<file path="src/design/bcbd_map.vh">
// Constants for the bit, compare and branch decoder.
// Assumes 9-bit instruction words and a 64 x 4 data memory.
`ifndef BCBD_MAP_VH
`define BCBD_MAP_VH

// ----------------------------------------------------------------------
// Opcode patterns (matched on the listed high bits of the word)
// ----------------------------------------------------------------------
`define BCBD_OP_SETF      7'h17
`define BCBD_OP_CLRF      7'h13
`define BCBD_OP_SKZ       7'h08
`define BCBD_OP_SKIP_IF_ACC_EQ_MEM      9'h026
`define BCBD_OP_SEAI      9'h025
`define BCBD_OP_SEAI_2ND  5'h0B
`define BCBD_OP_NEAR      2'h3
`define BCBD_OP_FAR       5'h03
`define BCBD_OP_NEARX     9'h001
`define BCBD_OP_FARX      9'h010

// ----------------------------------------------------------------------
// Second-word kinds
// ----------------------------------------------------------------------
`define BCBD_K_NONE   3'h0
`define BCBD_K_SEAI   3'h1
`define BCBD_K_FAR    3'h2
`define BCBD_K_NEARX  3'h3
`define BCBD_K_FARX   3'h4
`define BCBD_K_SKIP   3'h5

// ----------------------------------------------------------------------
// Field positions and reset values
// ----------------------------------------------------------------------
`define BCBD_PAGE_MSB   3
`define BCBD_LOW_MSB    6
`define BCBD_RST_PAGE   4'h0
`define BCBD_RST_LOW    7'h00
`define BCBD_RST_X      2'h0
`define BCBD_RST_Y      4'h0
`define BCBD_RST_VIEW   4'h0
`define BCBD_RAM_WORDS  64

`endif

</file>
<file path="src/design/bcbd_core.v">
// Bit set/clear/test, accumulator compares and jumps of a 4-bit core.
// Assumes program memory answers the PC with pm_data in the same cycle,
// and that the accumulator is driven by logic on core_clk.
// Data memory is not reset; a nibble must be written before it is tested.
`timescale 1ns/100ps
`include "bcbd_map.vh"

module bcbd_core (
    input  wire        core_clk,
    input  wire        rst_n,
    output reg  [3:0]  pc_page_part,
    output reg  [6:0]  pc_low_part,
    input  wire [8:0]  pm_data,
    input  wire [3:0]  acc,
    input  wire        ptr_load,
    input  wire [1:0]  ptr_x_in,
    input  wire [3:0]  ptr_y_in,
    input  wire        ptr_save,
    input  wire        ptr_restore,
    input  wire        mem_wr_en,
    input  wire [5:0]  mem_wr_addr,
    input  wire [3:0]  mem_wr_data,
    output reg  [5:0]  data_pointer,
    output reg  [3:0]  mem_view,
    output reg         skip_active,
    output wire        foreign_op
);

    // ------------------------------------------------------------------
    // State
    // ------------------------------------------------------------------
    localparam ST_FIRST  = 1'b0;
    localparam ST_SECOND = 1'b1;

    reg        state;
    reg [2:0]  kind;
    reg [3:0]  held_page;
    reg [1:0]  ptr_x;
    reg [3:0]  ptr_y;
    reg [1:0]  saved_x;
    reg [3:0]  saved_y;
    reg [3:0]  ram [0:`BCBD_RAM_WORDS-1];

    reg        next_state;
    reg [2:0]  next_kind;
    reg [3:0]  next_held_page;
    reg [3:0]  next_page;
    reg [6:0]  next_low;
    reg        next_skip;
    reg        ram_we;
    reg [3:0]  ram_wd;
    reg        is_other;
    reg [1:0]  next_ptr_x;
    reg [3:0]  next_ptr_y;
    reg [1:0]  next_saved_x;
    reg [3:0]  next_saved_y;

    wire [5:0] dp_addr = {ptr_x, ptr_y};
    wire [3:0] cur_nib = ram[dp_addr];
    wire [1:0] bit_sel = pm_data[1:0];
    wire [6:0] inc_low = pc_low_part + 7'h01;
    wire [3:0] bit_hit = 4'h1 << bit_sel;

    assign foreign_op = is_other;

    // ------------------------------------------------------------------
    // First-word opcode decode
    // ------------------------------------------------------------------
    wire       op_setf  = (pm_data[8:2] == `BCBD_OP_SETF);
    wire       op_clrf  = (pm_data[8:2] == `BCBD_OP_CLRF);
    wire       op_skz   = (pm_data[8:2] == `BCBD_OP_SKZ);
    wire       op_skip_if_acc_eq_mem  = (pm_data == `BCBD_OP_SKIP_IF_ACC_EQ_MEM);
    wire       op_seai  = (pm_data == `BCBD_OP_SEAI);
    wire       op_near  = (pm_data[8:7] == `BCBD_OP_NEAR);
    wire       op_far   = (pm_data[8:4] == `BCBD_OP_FAR);
    wire       op_nearx = (pm_data == `BCBD_OP_NEARX);
    wire       op_farx  = (pm_data == `BCBD_OP_FARX);
    // Opcodes that own the word after them
    wire       op_two   = op_seai | op_far | op_nearx | op_farx;

    // ------------------------------------------------------------------
    // Second-word fields
    // ------------------------------------------------------------------
    wire [3:0] w2_imm   = pm_data[3:0];
    wire [3:0] w2_page  = pm_data[`BCBD_PAGE_MSB:0];
    wire [6:0] w2_low   = pm_data[`BCBD_LOW_MSB:0];
    wire [6:0] w2_index = {pm_data[6:4], acc};

    // ------------------------------------------------------------------
    // Per-bit set, clear and test of the addressed nibble
    // ------------------------------------------------------------------
    wire [3:0] nib_set;
    wire [3:0] nib_clr;
    wire [3:0] nib_hit;

    // One cell per nibble bit; nib_hit keeps only the selected bit
    genvar gi;
    generate
        for (gi = 0; gi < 4; gi = gi + 1) begin : g_bit
            assign nib_set[gi] = cur_nib[gi] | bit_hit[gi];
            assign nib_clr[gi] = cur_nib[gi] & ~bit_hit[gi];
            assign nib_hit[gi] = cur_nib[gi] & bit_hit[gi];
        end
    endgenerate

    wire       flag_zero = ~|nib_hit;

    // ------------------------------------------------------------------
    // Decode and execute
    // ------------------------------------------------------------------
    always @* begin
        next_state     = ST_FIRST;
        next_kind      = `BCBD_K_NONE;
        next_held_page = held_page;
        next_page      = pc_page_part;
        next_low       = inc_low;
        next_skip      = 1'b0;
        ram_we         = 1'b0;
        ram_wd         = cur_nib;
        is_other       = 1'b0;
        case (state)
            ST_FIRST: begin
                if (skip_active) begin
                    // Two-word opcodes swallow their tail too
                    if (op_two) begin
                        next_state = ST_SECOND;
                        next_kind  = `BCBD_K_SKIP;
                    end
                end else if (op_setf) begin
                    ram_we = 1'b1;
                    ram_wd = nib_set;
                end else if (op_clrf) begin
                    ram_we = 1'b1;
                    ram_wd = nib_clr;
                end else if (op_skz) begin
                    next_skip = flag_zero;
                end else if (op_skip_if_acc_eq_mem) begin
                    next_skip = (acc == cur_nib);
                end else if (op_seai) begin
                    next_state = ST_SECOND;
                    next_kind  = `BCBD_K_SEAI;
                end else if (op_near) begin
                    next_low = pm_data[`BCBD_LOW_MSB:0];
                end else if (op_far) begin
                    next_state     = ST_SECOND;
                    next_kind      = `BCBD_K_FAR;
                    next_held_page = pm_data[`BCBD_PAGE_MSB:0];
                end else if (op_nearx) begin
                    next_state = ST_SECOND;
                    next_kind  = `BCBD_K_NEARX;
                end else if (op_farx) begin
                    next_state = ST_SECOND;
                    next_kind  = `BCBD_K_FARX;
                end else begin
                    is_other = 1'b1;
                end
            end
            ST_SECOND: begin
                case (kind)
                    `BCBD_K_SEAI: begin
                        next_skip = (acc == w2_imm);
                    end
                    `BCBD_K_FAR: begin
                        next_page = held_page;
                        next_low  = w2_low;
                    end
                    `BCBD_K_NEARX: begin
                        next_low = w2_index;
                    end
                    `BCBD_K_FARX: begin
                        next_page = w2_page;
                        next_low  = w2_index;
                    end
                    `BCBD_K_SKIP: begin
                        // Tail of a skipped two-word opcode only moves the PC
                        next_skip = 1'b0;
                    end
                    default: begin
                        next_skip = 1'b0;
                    end
                endcase
            end
            default: begin
                next_state = ST_FIRST;
            end
        endcase
    end

    // ------------------------------------------------------------------
    // Instruction sequencing
    // ------------------------------------------------------------------
    // held_page keeps the far_jump page until its second word arrives
    always @(posedge core_clk or negedge rst_n) begin
        if (!rst_n) begin
            state     <= ST_FIRST;
            kind      <= `BCBD_K_NONE;
            held_page <= `BCBD_RST_PAGE;
        end else begin
            state     <= next_state;
            kind      <= next_kind;
            held_page <= next_held_page;
        end
    end

    // ------------------------------------------------------------------
    // Program counter
    // ------------------------------------------------------------------
    always @(posedge core_clk or negedge rst_n) begin
        if (!rst_n) begin
            pc_page_part <= `BCBD_RST_PAGE;
            pc_low_part  <= `BCBD_RST_LOW;
        end else begin
            pc_page_part <= next_page;
            pc_low_part  <= next_low;
        end
    end

    // ------------------------------------------------------------------
    // Skip status for the next fetched word
    // ------------------------------------------------------------------
    always @(posedge core_clk or negedge rst_n) begin
        if (!rst_n) begin
            skip_active <= 1'b0;
        end else begin
            skip_active <= next_skip;
        end
    end

    // ------------------------------------------------------------------
    // Pointer registers with interrupt save and restore
    // ------------------------------------------------------------------
    always @* begin
        next_ptr_x   = ptr_x;
        next_ptr_y   = ptr_y;
        next_saved_x = saved_x;
        next_saved_y = saved_y;
        // The save slot takes the pointer as it stood before this edge
        if (ptr_save) begin
            next_saved_x = ptr_x;
            next_saved_y = ptr_y;
        end
        if (ptr_restore) begin
            next_ptr_x = saved_x;
            next_ptr_y = saved_y;
        end else if (ptr_load) begin
            next_ptr_x = ptr_x_in;
            next_ptr_y = ptr_y_in;
        end
    end

    always @(posedge core_clk or negedge rst_n) begin
        if (!rst_n) begin
            ptr_x        <= `BCBD_RST_X;
            ptr_y        <= `BCBD_RST_Y;
            saved_x      <= `BCBD_RST_X;
            saved_y      <= `BCBD_RST_Y;
            data_pointer <= {`BCBD_RST_X, `BCBD_RST_Y};
        end else begin
            ptr_x        <= next_ptr_x;
            ptr_y        <= next_ptr_y;
            saved_x      <= next_saved_x;
            saved_y      <= next_saved_y;
            data_pointer <= {next_ptr_x, next_ptr_y};
        end
    end

    // ------------------------------------------------------------------
    // Data memory; an instruction write wins over the side port
    // ------------------------------------------------------------------
    wire       wr_go   = ram_we | mem_wr_en;
    wire [5:0] wr_addr = ram_we ? dp_addr : mem_wr_addr;
    wire [3:0] wr_data = ram_we ? ram_wd : mem_wr_data;

    always @(posedge core_clk) begin
        if (wr_go) begin
            ram[wr_addr] <= wr_data;
        end
    end

    // ------------------------------------------------------------------
    // Nibble view, one cycle behind the instruction that wrote it
    // ------------------------------------------------------------------
    wire [3:0] next_view = ram_we ? ram_wd : cur_nib;

    always @(posedge core_clk or negedge rst_n) begin
        if (!rst_n) begin
            mem_view <= `BCBD_RST_VIEW;
        end else begin
            mem_view <= next_view;
        end
    end

endmodule // bcbd_core

</file>
<file path="config.mk">
export PLATFORM = sky130hd
export DESIGN_NAME = bcbd_core
export DESIGN_NICKNAME = d
export VERILOG_FILES = /design/src/design/bcbd_core.v
export VERILOG_INCLUDE_DIRS = /design/src /design/src/design
export SDC_FILE = /design/constraint.sdc
export NUM_CORES = 1
export LEC_CHECK = 0
export BUFFER_PORTS_ARGS = -buffer_cell sky130_fd_sc_hd__clkbuf_2
export CORE_UTILIZATION = 50
export DETAILED_ROUTE_END_ITERATION = 8
export MAX_ROUTING_LAYER = met4
export PLACE_DENSITY_LB_ADDON = 0.2
export SLEW_MARGIN = 10
export SYNTH_ARGS = -nofsm -noshare
export SYNTH_HDL_FRONTEND = slang
export SYNTH_SLANG_ARGS = --single-unit
</file>
<file path="constraint.sdc">
create_clock -name core_clk -period 7.28 [get_ports core_clk]
set_input_delay 0.728 -clock core_clk [delete_from_list [all_inputs] [get_ports core_clk]]
set_output_delay 0.728 -clock core_clk [all_outputs]
set_load 0.03 [all_outputs]
</file>
==> results.yml, run 1 <==
outcome:
  status: "finished, final reports clean"
global_routing:
  grt-ovfl-total: 0
  grt_max_degree: 65
  first_global_vias: 7302
  grtUsageTotal_pct: 23.81
  grt_pass1_wl_mm: 45.42
  antenna_found_initial: 0
finish:
  syn_to_final_growth_pct: 10.71
  antenna_cells: 0
  final_cell_count_no_fill: 1264
  nets: 946
  final_core_util_pct: 56.50
  drive_gt1_share_pct: 18.63
  fill_cells: 1988
yosys:
  ys_warn_count: 0
  syn_inst: 864
  synth-seq-area-share_pct: 66.64
  synth.area.top_cells: "edfxtp_1 (60%), dfrtp_1 (7.0%), mux4_2 (5.2%), mux2i_1 (4.6%), nor2_1 (2.8%)"
  netlist.area_leader.share_pct: 59.65
  yosysMostFrequentCell: "edfxtp_1"
  yosys.area.top_type: "edfxtp_1"
  synth-seq-cells: 292
  ys_top_cells_by_count: "edfxtp_1 (256), nor2_1 (95), mux2i_1 (59)"
  synth.avg_cell_area_um2: 14.92
  synth_enable_flop_cells: 256
  ys_types: 72
  async_flop_share_pct: 12.33
  synth_ff_type: "edfxtp_1"
  synth_nets: 900
  synth_area_mm2: 0.01289
clocking:
  cts-root-buf: "clkbuf_16"
  h-tree-depth: 1
  cts_resized: 0
  clk_pin_slew_worst_paths_ns: 0.06
  hold_buffers: 0
  clk_latency_ns: 0.56
  clockBufferDepth: 3
  cts.sinks: 292
  cts_tree: "yes"
  post-cts-setup-buffer-count: 0
  cts_buffers: 30
power:
  switching_power_mw: 1.091
  vdd_drop_max_mv: 0.2024
  combPwrFrac_pct: 16.2
  power.internal_mw: 2.926
  p_clk_share_pct: 35.0
  sw_frac_of_total_pct: 27.15
  total_leakage_power_nw: 4.791
  totalPowerFinal_mw: 4.017
  p_per_area_mw_per_mm2: 281.5
  pwr-share-seq_pct: 48.8
placement:
  gp_congestion: 0.8482
  pre_cts_slack_ns: 2.737
  placed_cells: 1208
  io_buffers: 57
  hpwl_mm: 19.39
worst_setup_path:
  cp_cell_sequence: "buf_4 > mux4_1 > mux2_2 > a2bb2o_1 > a311oi_1 > nor3_2 > a21oi_1 > mux2_2"
  cp.required_ns: 7.47
  rr_startpoint: "ptr_y[1]$_DFFE_PN0P_"
  r2r_setup_slack_ns: 2.73
  critPathKind: "reg2reg"
  critPathMaxStageDelay_ns: 0.95
  cpMostUsedCell: "mux2_2"
  crit_path_end_kind: "register"
  slowest_stage: "mux2_2"
  worstPathMaxFanout: 64
  setup.worst_path.start_class: "register"
  worstReg2RegEnd: "ram[48][3]$_DFFE_PP_"
  crit_arrival_ns: 4.74
  rr_worst_depth: 8
worst_hold_path:
  hold_class: "in2async"
route:
  num_vias: 7626
  routed_wl_mm: 29.70
  drc: 0
  via_per_inst: 6.033
  dr.pass1.iters: 5
  wl_per_cell_um: 23.50
  drt_iter0_markers: 904
  postRouteAntennaNets: 0
floorplan:
  die_x_um: 162.5
  core_mm2: 0.02525
  rows: 58
  die_area_mm2: 0.02642
  ios: 58
  initial_core_util_pct: 51.03
  die_y_um: 162.5
flow_run:
  maxCapViolCount: 0
sta:
  max_freq_mhz: 219.7
  min_period_ns: 4.553
  rsz0062_at_grt: "no"
  hold_violations: 0
  setup_slack_ns: 2.727
  period_share_pct: 62.54
  maxSlewViolCount: 0
  fin_setup_tns_ns: 0
  final.setup_skew_ns: 0.01470
  tightest_slew_ns: 1.185
  setup_viol: 0
  maxSlewHeadroom_pct: 21.02
-- worst max path at each step --
stage,from,end,cells past startpoint,slack (ns)
after floorplan,ptr_y[0]$_DFFE_PN0P_,ram[0][0]$_DFFE_PP_,10,2.87
after global placement,ptr_y[1]$_DFFE_PN0P_,ram[33][3]$_DFFE_PP_,8,2.90
after detailed placement,ptr_y[1]$_DFFE_PN0P_,ram[10][1]$_DFFE_PP_,7,2.74
after CTS,ptr_y[1]$_DFFE_PN0P_,ram[42][1]$_DFFE_PP_,7,2.71
after global routing,ptr_y[1]$_DFFE_PN0P_,ram[42][1]$_DFFE_PP_,7,2.43
final,ptr_y[1]$_DFFE_PN0P_,ram[48][3]$_DFFE_PP_,8,2.73
-- area by class of cell --
class,count,area (µm²),area share (%)
Sequential cell,292,8597,60.26
Clock buffer,46,842.1,5.902
Multi-Input combinational cell,512,3986,27.94
Timing Repair Buffer,64,337.8,2.368
Clock inverter,10,53.80,0.3771
Tap cell,330,412.9,2.894
Inverter,10,37.54,0.2631
-- metrics by stage --
stage | cell area [µm²] | hold WS [ns]
floorplan | 12890 | 0.4324
global route | 14270 | 0.3770
detailed placement | 13370 | 0.4700
global placement | 13370 | 0.4641
finish | 14270 | 0.3136
CTS | 14260 | 0.3302
-- state kept, by name, indices dropped and copies added (netlist names), 3 cells and up --
name	flops
pc_low_part	7
ram	256
pc_page_part	4
ptr_y	3
kind	3
held_page	4
mem_view	4
saved_y	4
-- critical path: cells and delay by family (launching register included) --
kind	cells	cell delay, ns
AO/OA/AOI/OAI	3	1.01
flip-flops	1	0.88
buffers and inverters	1	0.61
AND/OR/NAND/NOR	1	0.13
multiplexers	3	1.45
-- power groups by stage --
stage	clock network, mW	registers, mW	logic [mW]
global placement	0	2.00	0.642
floorplan	0	2.01	0.446
CTS	1.42	1.96	0.652
finish	1.40	1.96	0.651
detailed placement	0	2.00	0.650
global route	1.49	1.97	0.701
-- placed cells by master (no fill, tap or decap), types with 10 or more instances in the layout --
master	n
edfxtp_1	256
nor2_1	95
mux2i_1	59
clkbuf_2	57
nand2_1	54
dfrtp_1	33
clkbuf_16	31
mux4_2	30
nand3_1	26
o21ai_0	26
mux2_2	22
a21oi_1	18
nor2b_1	14
nor3_1	14
clkbuf_1	14
nand2b_1	11
a22oi_1	10
-- layer usage --
metal / vias up / share of wire (%) / track usage, %
met5: - / 0 / -
met4: 0 / 1.7 / 4.928
met3: 39 / 7.1 / 3.285
met2: 303 / 47 / 36.93
met1: 3827 / 44 / 33.90
li1: 3457 / - / -
-- kinds of logic after synthesis --
kind of cell / count (synthesis) / synth area share [%]
DFF: 292 / 66.64
and+or+nand+nor: 268 / 10.16
muxes: 121 / 13.70
AOI/OAI and AO/OA: 110 / 6.019
buffers and inverters: 60 / 2.573
xor gates and xnor gates: 12 / 0.8155
adders and majority gates: 1 / 0.09707
Note: power is estimated with default switching activity, not from simulation.
==> run 2, diff against run 1 <==
==> constraint.sdc (replaced) <==
create_clock -name core_clk -period 4.6 [get_ports core_clk]
set_input_delay 0.46 -clock core_clk [delete_from_list [all_inputs] [get_ports core_clk]]
set_output_delay 0.46 -clock core_clk [all_outputs]
set_load 0.03 [all_outputs]
==> run 2 against run 1 <==
- global-route usage is 1.4 points higher
- combinational power up 64%
- maximum frequency grew 16%
- clock power up 68%
- largest power group unchanged
==> results.yml, run 2 (synthesis results as in run 1) <==
clocking:
  clk_latency_ns: 0.56
  cts-root-buf: "clkbuf_16"
  cts_buffers: 31
  clockBufferDepth: 3
  cts_tree: "yes"
  hold_buffers: 0
  clk_pin_slew_worst_paths_ns: 0.06
  cts.sinks: 292
  h-tree-depth: 1
  post-cts-setup-buffer-count: 0
  cts_resized: 0
finish:
  final_common_cell: "edfxtp_1"
  layout_common_cells: "edfxtp_1 (256), nor2_1 (95), mux2i_1 (59)"
  fill_cells: 1989
  regMostFlops: "ram"
  syn_to_final_growth_pct: 12.04
  drive_gt1_share_pct: 20.55
  final_core_util_pct: 57.17
  largest_reg_flops: 256
  nets: 960
  top_regs: "ram: 256 flops, pc_low_part: 7 flops"
global_routing:
  antenna_found_initial: 1
  grt-ovfl-total: 0
  grt_max_degree: 65
  grt_pass1_wl_mm: 47.49
  first_global_vias: 7651
  grtUsageTotal_pct: 25.19
worst_setup_path:
  cp_cell_sequence: "clkinv_1 > mux2_2 > a2bb2o_1 > a311oi_1 > nor3_2 > a21oi_1 > mux2_2 > buf_4"
  crit_path_end_kind: "register"
  path_buf_inv: 2
  cp.required_ns: 4.86
  critPathMaxStageDelay_ns: 0.83
  slowest_stage: "dfrtp_4"
  critPathKind: "reg2reg"
  crit_family: "buffers and inverters"
  crit_arrival_ns: 4.19
  setup.worst_path.start_class: "register"
  worstPathMaxFanout: 64
  cpMostUsedCell: "mux2_2"
route:
  postRouteAntennaNets: 0
  dr.pass1.iters: 5
  drt_iter0_markers: 1041
  via_per_inst: 6.150
  num_vias: 7872
  wl_per_cell_um: 24.54
  routed_wl_mm: 31.41
  drc: 0
floorplan:
  die_x_um: 162.5
  die_area_mm2: 0.02642
  ios: 58
  rows: 58
  initial_core_util_pct: 51.03
  die_y_um: 162.5
  core_mm2: 0.02525
sta:
  maxSlewViolCount: 0
  maxSlewHeadroom_pct: 21.75
  min_period_ns: 3.929
  tightest_slew_ns: 1.174
  hold_violations: 0
  final.setup_skew_ns: 0.01113
  rsz0062_at_grt: "no"
  fin_setup_tns_ns: 0
  setup_viol: 0
  period_share_pct: 85.40
  max_freq_mhz: 254.5
placement:
  gp_congestion: 0.8863
  io_buffers: 57
  hpwl_mm: 21.14
flow_run:
  maxCapViolCount: 0
outcome:
  status: "finished, final reports clean"
power:
  totalPowerFinal_mw: 6.521
  vdd_drop_max_mv: 0.3248
  total_leakage_power_nw: 4.898
  p_per_area_mw_per_mm2: 451.6
worst_hold_path:
  hold_class: "in2async"
-- run 2: path summary, 6_finish.rpt --
check	startpoint	to	slack, ns	cells past startpoint
worst min-delay path	rst_n	data_pointer[3]$_DFFE_PN0P_	0.03	1
max in group asynchronous	rst_n	ptr_y[0]$_DFFE_PN0P_	3.92	1
min in group core_clk	pm_data[6]	pc_low_part[6]$_DFF_PN0_	0.16	3
worst max register to register	ptr_y[0]$_DFFE_PN0P_	ram[33][3]$_DFFE_PP_	0.67	8
worst min register to register	pc_page_part[1]$_DFFE_PN0P_	pc_page_part[1]$_DFFE_PN0P_	0.48	2
worst max-delay path	ptr_y[0]$_DFFE_PN0P_	ram[33][3]$_DFFE_PP_	0.67	8
-- run 2: routing by layer --
| layer | vias up | global-route usage, % | routed length (µm) |
|---|---|---|---|
| li1 | 3478 | - | - |
| met1 | 3937 | 34.81 | 13300 |
| met2 | 389 | 38.50 | 14670 |
| met3 | 68 | 4.329 | 2571 |
| met4 | 0 | 7.604 | 869 |
| met5 | - | - | 0 |
-- run 2: stage by stage --
step | setup slack, ns | area [µm²] | instances | hold slack, ns
2_1_floorplan | 0.1923 | 12890 | 864 | 0.1644
3_3_place_gp | 0.7753 | 13480 | 1221 | 0.4651
3_5_place_dp | 0.7127 | 13480 | 1221 | 0.4749
4_1_cts | 0.6574 | 14440 | 1279 | 0.05011
5_1_grt | 0.4978 | 14440 | 1280 | 0.1088
6_report | 0.6714 | 14440 | 1280 | 0.02840
-- run 2: power breakdown --
| group | internal (mW) | switching (mW) |
|---|---|---|
| combinational | 0.420 | 0.648 |
| clock | 1.35 | 1.00 |
| sequential | 2.97 | 0.132 |
| total | 4.74 | 1.78 |
-- run 2: worst register-to-register path, cell delays in order (launching register included) --
cell and delay [ns]:
dfrtp_4 0.83, clkinv_1 0.56, mux2_2 0.40, a2bb2o_1 0.29, a311oi_1 0.44, nor3_2 0.15, a21oi_1 0.22, mux2_2 0.18
buf_4 0.52
-- run 2: layout make-up --
type | instances | area [µm²] | share of cell area [%]
Sequential cell | 292 | 8597 | 59.54
Multi-Input combinational cell | 512 | 3980 | 27.57
Clock buffer | 36 | 794.5 | 5.503
Timing Repair Buffer | 77 | 447.9 | 3.102
Tap cell | 330 | 412.9 | 2.860
Clock inverter | 22 | 166.4 | 1.153
Inverter | 10 | 37.54 | 0.2600
Antenna cell | 1 | 2.502 | 0.01733
